$ cat src/logic/rpps_pkg.sv
`default_nettype none
package rpps_pkg;
   // ************************************************************
   // strap capture and decode constants
   // ************************************************************
   localparam int MEM_ADDR_STRAP_W = 4;
   localparam int LOWER_GPIO_W = 8;
   localparam int UPPER_GPIO_W = 7;
   localparam int HALF_DATA_W = 16;
   localparam int RST_SYNC_STAGES = 2;
   // reset values for the captured straps (the pins' default pulls)
   localparam logic RST_PCI_SEL = 1'h0;
   localparam logic RST_MAC_SEL = 1'h0;
   localparam logic RST_HOST_WIDTH = 1'h0;
   localparam logic RST_EEPROM_AI = 1'h0;
   localparam logic RST_ENDIAN = 1'h1;
   localparam logic [3:0] RST_MEM_ADDR = 4'h0;

   typedef struct packed {
      logic pci_select;
      logic mac_select;
      logic host_width;
      logic eeprom_autoinit;
      logic endian;
      logic [3:0] mem_addr;
      logic low_gpio_high;
   } rpps_straps_t;

   typedef struct packed {
      logic host_port_en;
      logic host_port_16bit;
      logic host_port_32bit;
      logic host_lower_drive;
      logic host_upper_drive;
      logic mac_upper_drive;
      logic ethernet_mac_select_strap;
      logic pci_en;
      logic pci_eeprom_load;
      logic pci_defaults;
      logic pci_only_pins_oe;
      logic upper_gpio_sw;
      logic upper_gpio_pci;
      logic config_invalid;
   } rpps_sel_t;
endpackage
`default_nettype wire

$ cat src/logic/rpps_pin_select.sv
`timescale 1ns/1ps
`default_nettype none
module rpps_pin_select (
   // clock and reset
   input wire logic I_CORE_CLK,
   input wire logic I_RESETN,
   // strap pins
   input wire logic I_PCI_SELECT_STRAP,
   input wire logic I_MAC_SELECT_STRAP,
   input wire logic I_HOST_WIDTH_STRAP,
   input wire logic I_EEPROM_AUTOINIT_STRAP,
   input wire logic I_ENDIAN_STRAP,
   input wire logic [3:0] I_MEMORY_INTERFACE_ADDRESS_PINS,
   input wire logic I_GENERAL_IO_PORT_0,
   // software gpio configuration for the upper general pins
   input wire logic [6:0] I_GPIO_ENABLE_BITS,
   input wire logic [6:0] I_GPIO_DIRECTION_BITS,
   // captured straps
   output logic [rpps_pkg::MEM_ADDR_STRAP_W-1:0] O_MEM_ADDR_STRAPS,
   output logic O_ENDIAN_STRAP,
   output logic O_CONFIG_INVALID,
   // peripheral enables
   output logic O_HOST_PORT_EN,
   output logic O_HOST_PORT_16BIT,
   output logic O_HOST_PORT_32BIT,
   output logic O_ETHERNET_MAC_SELECT_STRAP,
   output logic O_PCI_EN,
   output logic O_PCI_EEPROM_LOAD,
   output logic O_PCI_DEFAULTS,
   output logic O_ALWAYS_ON_EN,
   // pad controls
   output logic O_HOST_DATA_LOWER_HOST,
   output logic O_HOST_DATA_UPPER_HOST,
   output logic O_HOST_DATA_UPPER_MAC,
   output logic O_PCI_ONLY_PINS_OE,
   output logic O_UPPER_GPIO_PCI,
   output logic [6:0] O_UPPER_GPIO_SW_EN,
   output logic [6:0] O_UPPER_GPIO_OE,
   output logic [rpps_pkg::LOWER_GPIO_W-1:0] O_LOWER_GPIO_AVAIL
);
   // ************************************************************
   // reset release
   // ************************************************************
   logic [1:0] rst_sync_r;
   logic [1:0] rst_sync_nxt;
   logic rst_n;

   // a one walks in from the low end, so release lags the pin by two edges
   always_comb begin
      rst_sync_nxt = {rst_sync_r[0], 1'h1};
   end

   always_ff @(posedge I_CORE_CLK or negedge I_RESETN) begin
      if (!I_RESETN) begin
         rst_sync_r <= 2'h0;
      end else begin
         rst_sync_r <= rst_sync_nxt;
      end
   end
   assign rst_n = rst_sync_r[1];

   // ************************************************************
   // strap capture
   // ************************************************************
   // straps track the pins while reset is held and freeze at release;
   // a reset flop may only take constants, so sampling is clocked
   rpps_pkg::rpps_straps_t straps_r, straps_nxt;
   rpps_pkg::rpps_sel_t sel_r, sel_nxt;
   logic [6:0] gpio_sw_r, gpio_sw_nxt;
   logic [6:0] gpio_oe_r, gpio_oe_nxt;
   logic in_reset_r;

   always_ff @(posedge I_CORE_CLK or negedge rst_n) begin
      if (!rst_n) begin
         in_reset_r <= 1'h1;
      end else begin
         in_reset_r <= 1'h0;
      end
   end

   always_comb begin
      straps_nxt = straps_r;
      if (in_reset_r) begin
         straps_nxt.pci_select = I_PCI_SELECT_STRAP;
         straps_nxt.mac_select = I_MAC_SELECT_STRAP;
         straps_nxt.host_width = I_HOST_WIDTH_STRAP;
         straps_nxt.eeprom_autoinit = I_EEPROM_AUTOINIT_STRAP;
         straps_nxt.endian = I_ENDIAN_STRAP;
         straps_nxt.mem_addr = I_MEMORY_INTERFACE_ADDRESS_PINS;
         straps_nxt.low_gpio_high = I_GENERAL_IO_PORT_0;
      end
   end

   // sampling runs on the clock while the internal reset is low
   always_ff @(posedge I_CORE_CLK) begin
      straps_r <= straps_nxt;
   end

   // ************************************************************
   // selection decode
   // ************************************************************
   function automatic rpps_pkg::rpps_sel_t decode(input rpps_pkg::rpps_straps_t s);
      rpps_pkg::rpps_sel_t d;
      d = '0;
      d.config_invalid = s.low_gpio_high;
      // pci and mac both high has no defined use; pci wins so the pins never fight
      if (s.pci_select) begin
         d.pci_en = 1'h1;
         d.upper_gpio_pci = 1'h1;
         d.pci_only_pins_oe = 1'h1;
         d.pci_eeprom_load = s.eeprom_autoinit;
         d.pci_defaults = !s.eeprom_autoinit;
      end else begin
         d.upper_gpio_sw = 1'h1;
         d.ethernet_mac_select_strap = s.mac_select;
         if (!s.host_width) begin
            d.host_port_en = 1'h1;
            d.host_port_16bit = 1'h1;
            d.host_lower_drive = 1'h1;
            d.mac_upper_drive = s.mac_select;
         end else if (!s.mac_select) begin
            d.host_port_en = 1'h1;
            d.host_port_32bit = 1'h1;
            d.host_lower_drive = 1'h1;
            d.host_upper_drive = 1'h1;
         end else begin
            d.mac_upper_drive = 1'h1;
         end
      end
      return d;
   endfunction

   always_comb begin
      sel_nxt = decode(straps_r);
      gpio_sw_nxt = 7'h00;
      gpio_oe_nxt = 7'h00;
      // software gpio follows the enable bits; output enable needs both enable and direction set
      if (sel_nxt.upper_gpio_sw) begin
         gpio_sw_nxt = I_GPIO_ENABLE_BITS;
         gpio_oe_nxt = I_GPIO_ENABLE_BITS & I_GPIO_DIRECTION_BITS;
      end
   end

   always_ff @(posedge I_CORE_CLK or negedge rst_n) begin
      if (!rst_n) begin
         sel_r <= '0;
         gpio_sw_r <= 7'h00;
         gpio_oe_r <= 7'h00;
      end else begin
         sel_r <= sel_nxt;
         gpio_sw_r <= gpio_sw_nxt;
         gpio_oe_r <= gpio_oe_nxt;
      end
   end

   // ************************************************************
   // outputs
   // ************************************************************
   logic [3:0] mem_addr_r;
   logic [3:0] mem_addr_nxt;
   logic endian_r;
   logic endian_nxt;
   logic always_on_r;
   logic always_on_nxt;

   // the copies reload from the frozen straps every edge, so they hold with them
   always_comb begin
      mem_addr_nxt = straps_r.mem_addr;
      endian_nxt = straps_r.endian;
      always_on_nxt = 1'h1;
   end

   always_ff @(posedge I_CORE_CLK or negedge rst_n) begin
      if (!rst_n) begin
         mem_addr_r <= rpps_pkg::RST_MEM_ADDR;
         endian_r <= rpps_pkg::RST_ENDIAN;
         always_on_r <= 1'h0;
      end else begin
         mem_addr_r <= mem_addr_nxt;
         endian_r <= endian_nxt;
         always_on_r <= always_on_nxt;
      end
   end

   assign O_MEM_ADDR_STRAPS = mem_addr_r;
   assign O_ENDIAN_STRAP = endian_r;
   assign O_CONFIG_INVALID = sel_r.config_invalid;

   // ************************************************************
   // peripheral enables
   // ************************************************************
   assign O_HOST_PORT_EN = sel_r.host_port_en;
   assign O_HOST_PORT_16BIT = sel_r.host_port_16bit;
   assign O_HOST_PORT_32BIT = sel_r.host_port_32bit;
   assign O_ETHERNET_MAC_SELECT_STRAP = sel_r.ethernet_mac_select_strap;
   assign O_PCI_EN = sel_r.pci_en;
   assign O_PCI_EEPROM_LOAD = sel_r.pci_eeprom_load;
   assign O_PCI_DEFAULTS = sel_r.pci_defaults;
   assign O_ALWAYS_ON_EN = always_on_r;

   // ************************************************************
   // pad controls
   // ************************************************************
   assign O_HOST_DATA_LOWER_HOST = sel_r.host_lower_drive;
   assign O_HOST_DATA_UPPER_HOST = sel_r.host_upper_drive;
   assign O_HOST_DATA_UPPER_MAC = sel_r.mac_upper_drive;
   assign O_PCI_ONLY_PINS_OE = sel_r.pci_only_pins_oe;
   assign O_UPPER_GPIO_PCI = sel_r.upper_gpio_pci;
   assign O_UPPER_GPIO_SW_EN = gpio_sw_r;
   assign O_UPPER_GPIO_OE = gpio_oe_r;
   assign O_LOWER_GPIO_AVAIL = {rpps_pkg::LOWER_GPIO_W{always_on_r}};
endmodule
`default_nettype wire

$ cat config.mk
export PLATFORM = sky130hd
export DESIGN_NAME = rpps_pin_select
export DESIGN_NICKNAME = d
export VERILOG_FILES = /design/src/logic/rpps_pkg.sv /design/src/logic/rpps_pin_select.sv
export SDC_FILE = /design/constraint.sdc
export NUM_CORES = 1
export LEC_CHECK = 0
export ABC_AREA = 0
export BUFFER_PORTS_ARGS = -buffer_cell sky130_fd_sc_hd__buf_2
export CORE_AREA = 2 2 50 71
export CTS_CLUSTER_DIAMETER = 150
export DETAILED_ROUTE_END_ITERATION = 8
export DIE_AREA = 0 0 52 73
export GPL_ROUTABILITY_DRIVEN = 0
export PLACE_DENSITY = 0.82
export SYNTH_ARGS = -nofsm -noshare
export SYNTH_HDL_FRONTEND = slang
export SYNTH_SLANG_ARGS = --single-unit
$ cat constraint.sdc
create_clock -name I_CORE_CLK -period 1.2 [get_ports I_CORE_CLK]
set_input_delay 0.06 -clock I_CORE_CLK [delete_from_list [all_inputs] [get_ports I_CORE_CLK]]
set_output_delay 0.06 -clock I_CORE_CLK [all_outputs]
set_load 0.1 [all_outputs]
==> key figures <==
Die
  – Starting Density: 42.0%
  – I/O Pins: 67
  – Die Ht: 73 um
  – Core ar.: 3220 sq um
  – Die area: ~3800 sq um
  – Die Span X: 52 um
  – Std cell rows: 25

Drt
  – Drt wl/cell: 13.2 um
  – DRT iter0 DRCs: 10
  – Total number of vias: 810
  – Routed vias/inst: about 4.2
  – Final WL: roughly 2.6 mm
  – 1st-pass router iterations: 3
  – Antenna Nets Post-Route: 0
  – DRC errors left: 0

CTS
  – Cts bufs inserted: 5
  – Clk Latency, worst-skew pair: 0.29 ns
  – Clock sink count: 41
  – Clock-pin transition on the worst setup and hold timing paths: 0.08 ns
  – TritonCTS clock tree: yes
  – Longest Clk Path Bufs: 2
  – Root Driver: clkbuf_8
  – Htree depth: 2
  – Post-CTS Setup Bufs: 0

Worst setup path
  – Top delay family on crit path: flip-flops
  – Maximum fanout along the worst path: 9
  – Arrival @ worst endpoint: approximately 1.1 ns
  – WS Path Type: flip-flop to primary output
  – Slowest cell on the critical path: dfrtp_4
  – Crit. End Element: primary output
  – Worst path bufs/invs: 1
  – Data required, critical path: 1.14 ns
  – Critical path cell sequence: buf_12
  – Crit-path max cell delay: 0.60 ns
  – CP startpoint kind: flip-flop

Timing
  – Period utilization: 95.9%
  – Max frequency: 0.869 GHz
  – Setup Skew: about 0.01 ns
  – RSZ-0062 raised after global routing: no
  – Final setup TNS: 0 ns
  – Final setup violation count: 0
  – Final hold vios: 0
  – Min cycle time layout: between 1 and 1.5 ns
  – Final Slew Violations: 0

Finish
  – Commonest cells after routing, fill and taps aside: buf_2 (56), dfrtp_1 (24), dlygate4sd3_1 (13)
  – Area Growth Syn to Fin: 50.4%
  – Commonest non-fill, non-tap cell in the layout: buf_2
  – Non-Filler Instances: 194
  – Post-layout nets: 179
  – Fraction of layout cells with a size suffix above 1: 54.5%
  – Inserted Diodes: 0

Placement
  – Placed cell count: between 150 and 200
  – HPWL Detailed: 1.78 mm
  – Port-buffer cells: between 60 and 70

GRT
  – Initial antenna violation count: 0
  – GRT overflow: 0
  – Vias in the first global route: between 800 and 900
  – Global-route usage over all layers: between 10 and 15%
  – First-pass GRT wire length: 3.87 mm
  – Largest net degree at the start of global routing: 30

Yosys
  – Post-Syn Area: 1350 sq um
  – Yosys Warn Count: 0
  – Sequential area share after synthesis: 79.7%
  – Post-Synthesis Cells: 78
  – FF+latch count, synth: 41
  – Post-synthesis average cell area: around 17 sq um
  – Count of cell types in the netlist: 13

Power
  – Leakage: 1.02 nW
  – Power per Cell Area: roughly 1600 nW/um^2
  – Worst VDD drop: 1.04 mV

Flow run
  – Max Cap Viol: 0

Outcome
  – Outcome: complete, no violations

Min path
  – Worst Hold Class: primary input to flip-flop
area by class of cell:
class	count	area (sq um)
Fill cell	243	1190
Tap cell	40	50.0
Clock inverter	1	7.51
Multi-Input combinational cell	23	158
Sequential cell	41	1090
Clock buffer	7	86.3
Timing Repair Buffer	82	646
flip-flops by register name (all words and copies together) (netlist names), 2 cells and up:
register	cells
O_UPPER_GPIO_OE	7
O_UPPER_GPIO_SW_EN	7
mem_addr_nxt	4
rst_sync_r	2
straps_r	4
O_MEM_ADDR_STRAPS	4
cell families (layout without fill, tap and decap cells):
group | after synthesis | count (layout) | share of synthesized area, %
buf+inv | 15 | 90 | 8.88
other cells | 2 | 3 | 0.555
flops | 41 | 41 | 79.7
compound gates | 1 | 1 | 0.370
simple gates | 19 | 19 | 10.5
what timing repair did:
| action | CTS | global route |
|---|---|---|
| hold buffers | 13 | 0 |
| setup endpoints to repair | 9 | 0 |
| resized for setup | 1 | 0 |
| endpoints found under the hold margin | 14 | 0 |
layer usage:
metal  GRT usage (%)  share of wire [%]  up-vias
met5               0                  0        -
met4            9.65                3.2        0
met3            5.74                6.2        8
met2            25.5                 59       35
met1            14.8                 32      384
li1                -                  -      383
power breakdown:
group | switching [mW] | total, mW | leakage (nW) | internal, mW
Clock | 0.447 | 0.914 | 0.0445 | 0.467
Sequential | 0.0407 | 1.55 | 0.480 | 1.50
Combinational | 0.594 | 0.776 | 0.501 | 0.183
synth_stat cells:
master,n,area (sq um)
a21oi_1,1,5.00
and2_1,1,6.26
and2b_1,1,7.51
and3b_1,7,61.3
buf_4,13,97.6
buf_6,2,22.5
conb_1,2,7.51
dfrtp_1,29,726
dfstp_2,2,52.6
edfxtp_1,10,300
nor2_1,1,3.75
nor2b_1,8,50.1
nor3b_2,1,12.5
through the flow:
step / total power, mW / cell area [sq um] / hold WS (ns) / worst slack [ns] / utilization (%)
final: 3.24 / 2030 / 0.0132 / 0.0491 / 63.1
after detailed placement: 2.32 / 1810 / -0.143 / 0.250 / 56.1
after floorplan: 2.15 / 1360 / -0.236 / 0.0339 / -
after CTS: 3.25 / 2030 / 0.00285 / 0.0360 / 63.1
after global placement: 2.30 / 1810 / -0.154 / 0.269 / 56.1
after global routing: 3.36 / 2030 / 0.0118 / 0.0168 / 63.1
worst paths after layout:
path / start / end / slack, ns / depth (start not counted)
setup / recovery: O_ALWAYS_ON_EN$_DFF_PN0_ / O_ALWAYS_ON_EN / 0.05 / 1
hold / removal: I_GPIO_ENABLE_BITS[2] / O_UPPER_GPIO_SW_EN[2]$_DFF_PN0_ / 0.01 / 2
setup reg to reg: in_reset_r$_DFF_PN1_ / mem_addr_nxt[1]$_DFFE_PP_ / 0.23 / 0
hold reg to reg: rst_sync_r[1]$_DFF_PN0_ / O_UPPER_GPIO_OE[6]$_DFF_PN0_ / 0.21 / 1
max in group asynchronous: rst_sync_r[1]$_DFF_PN0_ / O_ENDIAN_STRAP$_DFF_PN1_ / 0.76 / 1
min in group asynchronous: I_RESETN / rst_sync_r[0]$_DFF_PN0_ / 0.09 / 2
Note: power is estimated with default switching activity, not from simulation.
